$ cat src/hw/vme_glue_pkg.sv
package vme_glue_pkg;

    // address field layout of the bus address seen by the glue
    localparam int ADDR_W = 24;
    localparam int TOP_MSB = 23;
    localparam int TOP_LSB = 16;
    localparam int MID_MSB = 15;
    localparam int MID_LSB = 8;
    localparam int LOW_MSB = 3;
    localparam int LOW_LSB = 1;
    localparam logic [7:0] TOP_ALL_ONES = 8'hFF;
    localparam logic [7:0] MID_MATCH_RST = 8'h00;

    // acknowledge sequencer states, two flip-flops
    typedef enum logic [1:0] {
        ACK_IDLE = 2'b00,
        ACK_WAIT1 = 2'b01,
        ACK_WAIT2 = 2'b10,
        ACK_DONE = 2'b11
    } ack_state_t;

    // bus-side strobes and interrupt-ack qualifier, all active low; direction high for a read
    typedef struct packed {
        logic as_n;
        logic ds0_n;
        logic ds1_n;
        logic write_n;
        logic irq_ack_cycle_n;
    } bus_ctl_t;

    // controller-side strobes, active low
    typedef struct packed {
        logic controller_select_n;
        logic rd_n;
        logic wr_n;
    } ctl_strobe_t;

    // whole state of the glue
    typedef struct packed {
        logic [ADDR_W-1:0] addr_s1;
        logic [ADDR_W-1:0] addr_s2;
        bus_ctl_t ctl_s1;
        bus_ctl_t ctl_s2;
        ack_state_t ack;
        ctl_strobe_t strobe;
        logic dtack_n;
        logic drv_en;
        logic drv_to_bus;
        logic [LOW_MSB-LOW_LSB:0] reg_sel;
    } glue_state_t;

    localparam bus_ctl_t BUS_CTL_IDLE = 5'h1F;
    localparam ctl_strobe_t STROBE_IDLE = 3'h7;

endpackage

$ cat src/hw/vme_to_graphics_glue.sv
// Overview of operation
// RL1 - select only when top eight address lines high
// RL2 - next eight lines compared, low lines aliased
// RL3 - glue itself produces bus data acknowledge
// RL4 - acknowledge comes only from this glue
// RL5 - qualify: board selected, data strobe, not irq-ack
// RL6 - acknowledge three clocks after qualification
// RL7 - acknowledge held while transfer stays qualified
// RL8 - four-state sequencer in two flip-flops
// RL9 - advance 00,01,10,11 then hold; else 00
// RL10 - system reset forces sequencer to zero
// RL11 - acknowledge low only in state eleven
// RL12 - read/write strobes from data strobes, direction
// RL13 - select needs address strobe, board, no irq-ack
// RL14 - DMA configuration steers bus data drivers
// RL15 - DMA configuration decodes low lines via multiplexer
// RL16 - master holds strobes until acknowledge seen
module vme_to_graphics_glue (
    input wire logic clk_i,
    input wire logic rst_i,
    input wire logic [vme_glue_pkg::ADDR_W-1:0] addr_i,
    input wire vme_glue_pkg::bus_ctl_t bus_ctl_i,
    input wire logic [7:0] mid_match_i,
    input wire logic dma_mode_i,
    output logic dtack_n_o,
    output vme_glue_pkg::ctl_strobe_t strobe_o,
    output logic drv_en_o,
    output logic drv_to_bus_o,
    output logic [vme_glue_pkg::LOW_MSB-vme_glue_pkg::LOW_LSB:0] reg_sel_o
);
    import vme_glue_pkg::*;

    glue_state_t s_q;
    glue_state_t s_d;

    // decoded terms, taken from the synchronised bus copies plus the unsynchronised mid_match_i and dma_mode_i
    logic top_hit;
    logic mid_hit;
    logic board_sel;
    logic any_ds;
    logic not_irq_ack;
    logic qualified;
    logic [LOW_MSB-LOW_LSB:0] low_mux;

    // board select; the low lines are left out so the window aliases
    always_comb begin
        top_hit = (s_q.addr_s2[TOP_MSB:TOP_LSB] == TOP_ALL_ONES); // RL1
        mid_hit = (s_q.addr_s2[MID_MSB:MID_LSB] == mid_match_i); // RL2
        board_sel = top_hit & mid_hit;
        any_ds = ~s_q.ctl_s2.ds0_n | ~s_q.ctl_s2.ds1_n;
        not_irq_ack = s_q.ctl_s2.irq_ack_cycle_n;
        qualified = board_sel & any_ds & not_irq_ack; // RL5
    end

    // low-line select for the dma setup: a plain multiplexer on the low address bits
    always_comb begin
        if (dma_mode_i) begin
            low_mux = s_q.addr_s2[LOW_MSB:LOW_LSB]; // RL15
        end else begin
            low_mux = '0;
        end
    end

    // next-state logic; bus inputs are asynchronous so they pass two flops first,
    // which adds fixed latency but keeps the sequencer free of metastable terms
    always_comb begin
        s_d = s_q;
        s_d.addr_s1 = addr_i;
        s_d.addr_s2 = s_q.addr_s1;
        s_d.ctl_s1 = bus_ctl_i;
        s_d.ctl_s2 = s_q.ctl_s1;
        if (!qualified) begin
            s_d.ack = ACK_IDLE; // RL9
        end else begin
            case (s_q.ack) // RL8
                ACK_IDLE: begin
                    s_d.ack = ACK_WAIT1; // RL9
                end
                ACK_WAIT1: begin
                    s_d.ack = ACK_WAIT2;
                end
                ACK_WAIT2: begin
                    s_d.ack = ACK_DONE; // RL6
                end
                ACK_DONE: begin
                    s_d.ack = ACK_DONE; // RL7
                end
                default: begin
                    s_d.ack = ACK_IDLE;
                end
            endcase
        end
        // acknowledge decoded from the next state so it lands with the state flops
        s_d.dtack_n = ~(s_d.ack == ACK_DONE); // RL11 RL3 RL4
        s_d.strobe.rd_n = ~(any_ds & s_q.ctl_s2.write_n); // RL12
        s_d.strobe.wr_n = ~(any_ds & ~s_q.ctl_s2.write_n);
        s_d.strobe.controller_select_n = ~(~s_q.ctl_s2.as_n & board_sel & not_irq_ack); // RL13
        // drivers only steered in dma mode; point toward the bus on reads
        s_d.drv_en = dma_mode_i & board_sel & any_ds & not_irq_ack; // RL14
        s_d.drv_to_bus = dma_mode_i & s_q.ctl_s2.write_n;
        s_d.reg_sel = low_mux;
    end

    // single state register; reset wins over every next-state term
    always_ff @(posedge clk_i or posedge rst_i) begin
        if (rst_i) begin
            s_q.addr_s1 <= '0;
            s_q.addr_s2 <= '0;
            s_q.ctl_s1 <= BUS_CTL_IDLE;
            s_q.ctl_s2 <= BUS_CTL_IDLE;
            s_q.ack <= ACK_IDLE; // RL10
            s_q.strobe <= STROBE_IDLE;
            s_q.dtack_n <= 1'b1;
            s_q.drv_en <= 1'b0;
            s_q.drv_to_bus <= 1'b0;
            s_q.reg_sel <= '0;
        end else begin
            s_q <= s_d;
        end
    end

    assign dtack_n_o = s_q.dtack_n;
    assign strobe_o = s_q.strobe;
    assign drv_en_o = s_q.drv_en;
    assign drv_to_bus_o = s_q.drv_to_bus;
    assign reg_sel_o = s_q.reg_sel;

    // sequencer stays idle outside the top window
    AST_TOP_DECODE: assert property (@(posedge clk_i) disable iff (rst_i) // RL1
        (s_q.addr_s2[TOP_MSB:TOP_LSB] != TOP_ALL_ONES) |=> s_q.ack == ACK_IDLE)
        else $error("sequencer left idle outside the top address window");

    // no controller select outside the top window either
    AST_TOP_NO_SELECT: assert property (@(posedge clk_i) disable iff (rst_i) // RL1
        (s_q.addr_s2[TOP_MSB:TOP_LSB] != TOP_ALL_ONES) |=> strobe_o.controller_select_n)
        else $error("select given outside the top address window");

    // comparator mismatch never acknowledges
    AST_MID_DECODE: assert property (@(posedge clk_i) disable iff (rst_i) // RL2
        (s_q.addr_s2[MID_MSB:MID_LSB] != mid_match_i) |=> dtack_n_o)
        else $error("acknowledge given with comparator mismatch");

    // low lines play no part, so any alias inside the window starts the sequencer
    AST_ALIAS: assert property (@(posedge clk_i) disable iff (rst_i) // RL2
        (s_q.addr_s2[TOP_MSB:MID_LSB] == {TOP_ALL_ONES, mid_match_i} && any_ds && not_irq_ack) |=> s_q.ack != ACK_IDLE)
        else $error("aliased address inside the window not accepted");

    // acknowledge only follows a qualified cycle of this glue
    AST_ACK_SOURCE: assert property (@(posedge clk_i) disable iff (rst_i) // RL3
        !dtack_n_o |-> $past(qualified))
        else $error("acknowledge low without a qualified cycle");

    // the only way the acknowledge falls is the sequencer stepping into state eleven
    AST_ACK_FROM_SEQ: assert property (@(posedge clk_i) disable iff (rst_i) // RL4
        $fell(dtack_n_o) |-> $past(s_q.ack) == ACK_WAIT2)
        else $error("acknowledge fell outside the sequencer step");

    // without qualification the sequencer returns to idle
    AST_QUAL: assert property (@(posedge clk_i) disable iff (rst_i) // RL5
        !qualified |=> s_q.ack == ACK_IDLE)
        else $error("sequencer advanced without qualification");

    // both data strobes high leaves the cycle unqualified
    AST_QUAL_NEEDS_DS: assert property (@(posedge clk_i) disable iff (rst_i) // RL5
        (s_q.ctl_s2.ds0_n && s_q.ctl_s2.ds1_n) |=> s_q.ack == ACK_IDLE)
        else $error("sequencer advanced with no data strobe");

    // interrupt acknowledge cycles are never answered here
    AST_QUAL_IRQ: assert property (@(posedge clk_i) disable iff (rst_i) // RL5
        !s_q.ctl_s2.irq_ack_cycle_n |=> dtack_n_o)
        else $error("acknowledge given in an interrupt acknowledge cycle");

    // three qualified clocks bring the acknowledge
    AST_ACK_DELAY: assert property (@(posedge clk_i) disable iff (rst_i) // RL6
        (!qualified ##1 qualified [*3]) |=> !dtack_n_o)
        else $error("acknowledge not low three clocks after qualification");

    // two qualified clocks are not enough
    AST_ACK_NOT_EARLY: assert property (@(posedge clk_i) disable iff (rst_i) // RL6
        (!qualified ##1 qualified [*2]) |=> dtack_n_o)
        else $error("acknowledge came early");

    // a falling acknowledge is always preceded by three qualified clocks
    AST_DTACK_THREE: assert property (@(posedge clk_i) disable iff (rst_i) // RL6
        $fell(dtack_n_o) |-> ($past(qualified, 1) && $past(qualified, 2) && $past(qualified, 3)))
        else $error("acknowledge fell before three qualified clocks");

    // acknowledge held while the cycle stays qualified
    AST_ACK_HOLD: assert property (@(posedge clk_i) disable iff (rst_i) // RL7
        (!dtack_n_o && qualified) |=> !dtack_n_o)
        else $error("acknowledge dropped while still qualified");

    // final state keeps the acknowledge level steady
    AST_DONE_STABLE: assert property (@(posedge clk_i) disable iff (rst_i) // RL7
        (s_q.ack == ACK_DONE && qualified) |=> $stable(dtack_n_o))
        else $error("acknowledge moved in the final state");

    // two flops count up by one or fall back to zero, nothing else
    AST_SEQ_STEP: assert property (@(posedge clk_i) disable iff (rst_i) // RL8
        $changed(s_q.ack) |-> (s_q.ack == ACK_IDLE || 2'(s_q.ack) == 2'($past(s_q.ack)) + 2'b01))
        else $error("sequencer jumped between states");

    // idle steps to the first wait state
    AST_IDLE_STEP: assert property (@(posedge clk_i) disable iff (rst_i) // RL9
        (qualified && s_q.ack == ACK_IDLE) |=> s_q.ack == ACK_WAIT1)
        else $error("sequencer did not leave idle");

    // first wait state steps to the second
    AST_SEQ_ORDER: assert property (@(posedge clk_i) disable iff (rst_i) // RL9
        (qualified && s_q.ack == ACK_WAIT1) |=> s_q.ack == ACK_WAIT2)
        else $error("sequencer skipped a state");

    // second wait state steps to the final one
    AST_WAIT2_STEP: assert property (@(posedge clk_i) disable iff (rst_i) // RL9
        (qualified && s_q.ack == ACK_WAIT2) |=> s_q.ack == ACK_DONE)
        else $error("sequencer did not reach the final state");

    // final state holds while qualified
    AST_DONE_HOLD: assert property (@(posedge clk_i) disable iff (rst_i) // RL9
        (qualified && s_q.ack == ACK_DONE) |=> s_q.ack == ACK_DONE)
        else $error("sequencer left the final state while qualified");

    // losing qualification releases the acknowledge on the next clock
    AST_DTACK_RELEASE: assert property (@(posedge clk_i) disable iff (rst_i) // RL9
        !qualified |=> dtack_n_o)
        else $error("acknowledge still low after qualification ended");

    // while reset is applied everything sits at its idle value
    AST_RESET_IDLE: assert property (@(posedge clk_i) // RL10
        rst_i |-> (s_q.ack == ACK_IDLE && dtack_n_o && strobe_o == STROBE_IDLE && !drv_en_o))
        else $error("outputs not idle during reset");

    // first clock after reset still starts from state zero
    AST_RESET_RELEASE: assert property (@(posedge clk_i) disable iff (rst_i) // RL10
        $fell(rst_i) |-> (s_q.ack == ACK_IDLE && dtack_n_o))
        else $error("sequencer not at zero after reset");

    // acknowledge low exactly in state eleven
    AST_ACK_DECODE: assert property (@(posedge clk_i) disable iff (rst_i) // RL11
        (dtack_n_o == 1'b0) == (s_q.ack == ACK_DONE))
        else $error("acknowledge not tied to state eleven");

    // every other state keeps the acknowledge inactive
    AST_ACK_HIGH_ELSE: assert property (@(posedge clk_i) disable iff (rst_i) // RL11
        (s_q.ack != ACK_DONE) |-> dtack_n_o)
        else $error("acknowledge active outside state eleven");

    // direction high with a data strobe is a read
    AST_RD_WR: assert property (@(posedge clk_i) disable iff (rst_i) // RL12
        (any_ds && s_q.ctl_s2.write_n) |=> (!strobe_o.rd_n && strobe_o.wr_n))
        else $error("read strobe wrong for a read");

    // direction low with a data strobe is a write
    AST_WR_STROBE: assert property (@(posedge clk_i) disable iff (rst_i) // RL12
        (any_ds && !s_q.ctl_s2.write_n) |=> (strobe_o.rd_n && !strobe_o.wr_n))
        else $error("write strobe wrong for a write");

    // no data strobe, no controller read or write strobe
    AST_NO_DS_STROBE: assert property (@(posedge clk_i) disable iff (rst_i) // RL12
        !any_ds |=> (strobe_o.rd_n && strobe_o.wr_n))
        else $error("controller strobe without a data strobe");

    // interrupt acknowledge keeps the select off
    AST_CSEL: assert property (@(posedge clk_i) disable iff (rst_i) // RL13
        !s_q.ctl_s2.irq_ack_cycle_n |=> strobe_o.controller_select_n)
        else $error("select active during interrupt acknowledge");

    // address strobe, board and normal cycle together give the select
    AST_CSEL_ON: assert property (@(posedge clk_i) disable iff (rst_i) // RL13
        (!s_q.ctl_s2.as_n && board_sel && s_q.ctl_s2.irq_ack_cycle_n) |=> !strobe_o.controller_select_n)
        else $error("select missing for a selected cycle");

    // select drops as soon as the address strobe is released
    AST_CSEL_AS: assert property (@(posedge clk_i) disable iff (rst_i) // RL13
        s_q.ctl_s2.as_n |=> strobe_o.controller_select_n)
        else $error("select active without address strobe");

    // drivers stay off outside the dma setup
    AST_DRV: assert property (@(posedge clk_i) disable iff (rst_i) // RL14
        !dma_mode_i |=> !drv_en_o)
        else $error("drivers steered outside dma mode");

    // dma setup enables the drivers on a qualified cycle
    AST_DRV_ON: assert property (@(posedge clk_i) disable iff (rst_i) // RL14
        (dma_mode_i && qualified) |=> drv_en_o)
        else $error("drivers not enabled on a qualified dma cycle");

    // unqualified cycles never open the drivers
    AST_DRV_OFF: assert property (@(posedge clk_i) disable iff (rst_i) // RL14
        !qualified |=> !drv_en_o)
        else $error("drivers enabled without qualification");

    // reads point the drivers toward the bus
    AST_DRV_DIR: assert property (@(posedge clk_i) disable iff (rst_i) // RL14
        (dma_mode_i && s_q.ctl_s2.write_n) |=> drv_to_bus_o)
        else $error("drivers not pointed to the bus on a read");

    // writes point the drivers toward the controller
    AST_DRV_WRITE: assert property (@(posedge clk_i) disable iff (rst_i) // RL14
        (dma_mode_i && !s_q.ctl_s2.write_n) |=> !drv_to_bus_o)
        else $error("drivers pointed to the bus on a write");

    // low register select follows the synchronised low lines in dma mode
    AST_LOW_MUX: assert property (@(posedge clk_i) disable iff (rst_i) // RL15
        dma_mode_i |=> reg_sel_o == $past(s_q.addr_s2[LOW_MSB:LOW_LSB]))
        else $error("low register select does not follow address");

    // outside dma mode the low select rests at zero
    AST_LOW_ZERO: assert property (@(posedge clk_i) disable iff (rst_i) // RL15
        !dma_mode_i |=> reg_sel_o == '0)
        else $error("low register select active outside dma mode");
endmodule

$ cat config.mk
export PLATFORM = sky130hd
export DESIGN_NAME = vme_to_graphics_glue
export DESIGN_NICKNAME = d
export VERILOG_FILES = /design/src/hw/vme_glue_pkg.sv /design/src/hw/vme_to_graphics_glue.sv
export SDC_FILE = /design/constraint.sdc
export NUM_CORES = 1
export LEC_CHECK = 0
export BUFFER_PORTS_ARGS = -buffer_cell sky130_fd_sc_hd__buf_2
export CORE_ASPECT_RATIO = 1.1
export CORE_UTILIZATION = 25
export CTS_BUF_LIST = sky130_fd_sc_hd__clkbuf_8
export DETAILED_ROUTE_END_ITERATION = 10
export GPL_TIMING_DRIVEN = 0
export HOLD_SLACK_MARGIN = 0.02
export PLACE_DENSITY = 0.45
export RECOVER_POWER = 50
export SLEW_MARGIN = 20
export SYNTH_ARGS = -nofsm -noshare
export SYNTH_HDL_FRONTEND = slang
export SYNTH_SLANG_ARGS = --single-unit
$ cat constraint.sdc
create_clock -name clk_i -period 3.2 [get_ports clk_i]
set_input_delay 0.48 -clock clk_i [delete_from_list [all_inputs] [get_ports clk_i]]
set_output_delay 0.48 -clock clk_i [all_outputs]
set_load 0.02 [all_outputs]
==> flow_metrics.tcl <==
set metrics [dict create \
    cap_violations 0 \
    core-area_sq_um 6670 \
    yosys.area.top_type_share_pct 64.5 \
    reg2reg_from "s_q[34]" \
    grt_pass1_vias 949 \
    p_leak_nw 1.07 \
    critPathMaxFanout 1 \
    h-tree-depth 3 \
    min_from "bus_ctl_i[0]" \
    reg2regPathDepth 4 \
    powerDensity_nw_per_um2 690 \
    hold-path-endpoint "s_d[11]" \
    fmax_mhz 639 \
    grt_max_degree 31 \
    clkLatencyLatePin_ps 330 \
    cts.reportedPaths.clkPinSlew_ps 70 \
    post_drt_wl_per_cell_um 10.6 \
    drt_iter0_drc 51 \
    track_usage_pct 8.82 \
    wl_um 2510 \
    grt_overflow 0 \
    finClkSkew_ps 5.06 \
    syn_avg_cell_area_sq_um 18.2 \
    antenna_left 0 \
    diodes 0 \
    tritoncts_num_sinks 59 \
    clockBufferDepth 2 \
    worst_setup_path_end_kind "output port" \
    status "complete, no violations" \
    synth-seq-cells 59 \
    hold_class "primary input to flop" \
    whs_ps 239 \
    r2r_end "s_q[9]" \
    die_y_um 89.7 \
    tightest_slew_ps 1100 \
    grt_pass1_wl_um 4270 \
    layout_commonest_cell "dfrtp_1" \
    ios 49 \
    drc 0 \
    cp.arrival_ps 1080 \
    ys_warn_count 0 \
    setup_viol 0 \
    netlist_area_sq_um 1750 \
    start_kind "flop" \
    synth_nets 136 \
    cts_buffers 9 \
    initial_core_util_pct 26.2 \
    mostFrequentLayoutCells "dfrtp_1, buf_2, dfstp_2" \
    rrSetupSlack_ps 1690 \
    areaGrowthSynthToFinish_pct 31.7 \
    viasPerCell 3.58 \
    rsz0062_at_grt "false" \
    cp.required_ps 2720 \
    cts.root.buffer_cell "clkbuf_8" \
    min_path_cells 1 \
    synth_seq_area_share_pct 85.5 \
    ir_drop_uv 307 \
    postCtsSetupBuffers 0 \
    max_slew_margin_pct 26.7 \
    synth_cells 96 \
    critPathKind "flop to output port" \
    nets 191 \
    setup_tns_ps 0 \
    io_buffers 43 \
    hold_viol 0 \
    cts_hold_buffers 0 \
    slew_viol_final 0 \
    fin_crit_sh_pct 48.9 \
    yosys.area.top_type "dfrtp_1" \
    dr.pass1.iters 2 \
    synth.distinct_cells 18 \
    dieArea_sq_um 7330 \
    num_rows 31 \
    antenna_found_initial 0 \
    cts_resized 0 \
    cts_tree "built" \
    gp_congestion 0.628 \
    layout-drive-gt1-share_pct 51.3 \
    via_count 852 \
    netlist_top_cells_area "dfrtp_1, dfstp_2, buf_4, xnor2_1, xor2_1" \
    fin_crit_ps 1560 \
    fp.dieW_um 81.7 \
]
==> power breakdown <==
part | switching [mW] | internal (mW)
logic | 0.0347 | 0.0325
clock network | 0.290 | 0.435
registers | 0.00992 | 0.787
==> kinds of logic (layout without fill, tap and decap cells) <==
kind of cell	after synthesis	in the layout	share of synthesized area, %
DFF	59	59	85.5
and+or+nand+nor	18	18	5.87
xor gates and xnor gates	8	8	4.01
buffers and inverters	8	68	3.01
AOI/OAI and AO/OA	3	3	1.58
==> cell type report <==
| cell class | instances | area [sq um] |
|---|---|---|
| Timing Repair Buffer | 44 | 235 |
| Sequential cell | 59 | 1490 |
| Clock buffer | 9 | 124 |
| Fill cell | 664 | 4370 |
| Multi-Input combinational cell | 29 | 200 |
| Clock inverter | 7 | 92.6 |
| Buffer | 6 | 45.0 |
| Tap cell | 82 | 103 |
| Inverter | 2 | 7.51 |
==> routing by layer <==
layer / vias to the layer above / GRT usage [%] / routed length [um]
met5: - / 0 / 0
met4: 0 / 9.57 / 91
met3: 11 / 3.74 / 213
met2: 36 / 12.1 / 1160
met1: 395 / 9.77 / 1050
li1: 410 / - / -
==> worst max-delay path, cell delays in order (launching register included) <==
cell and delay (ps):
dfstp_2 520, buf_4 90, buf_2 150
==> cells in the mapped netlist (all sizes together) <==
cell type,count
a2111oi,1
a21boi,1
and2,5
and4b,1
buf,6
dfrtp,45
dfstp,14
inv,2
nand2,4
nand2b,1
nand3,1
nand4,2
nand4b,1
nor2,2
nor4,1
o21a,1
xnor2,4
xor2,4
==> metrics by stage <==
stage | power (mW) | util [%] | setup slack [ps] | area [sq um] | std cells
3_5_place_dp | 0.881 | 31.2 | 1350 | 2080 | 222
5_1_grt | 1.66 | 34.5 | 1520 | 2300 | 238
3_3_place_gp | 0.874 | 30.9 | 750 | 2060 | 221
2_1_floorplan | 0.842 | - | 1290 | 1750 | 96
6_report | 1.59 | 34.5 | 1640 | 2300 | 238
4_1_cts | 1.62 | 34.5 | 1600 | 2300 | 238
==> flip-flops by register name, indices dropped and copies added (netlist names) <==
register / flops
s_q: 25
s_d: 24
reg_sel_o: 3
strobe_o: 3
drv_en_o: 1
drv_to_bus_o: 1
dtack_n_o: 1
not_irq_ack: 1
==> worst max path at each step <==
stage,slack [ps],start,endpoint,depth (start not counted)
after floorplan,1290,rst_i,drv_en_o,1
after global placement,750,rst_i,s_d[22],2
after detailed placement,1350,mid_match_i[5],s_q[9],5
after CTS,1600,s_q[34],s_q[9],4
after global routing,1520,s_q[34],s_q[9],4
final,1640,strobe_o[1],strobe_o[1],2
No activity file was read; power rests on OpenSTA's default activity.
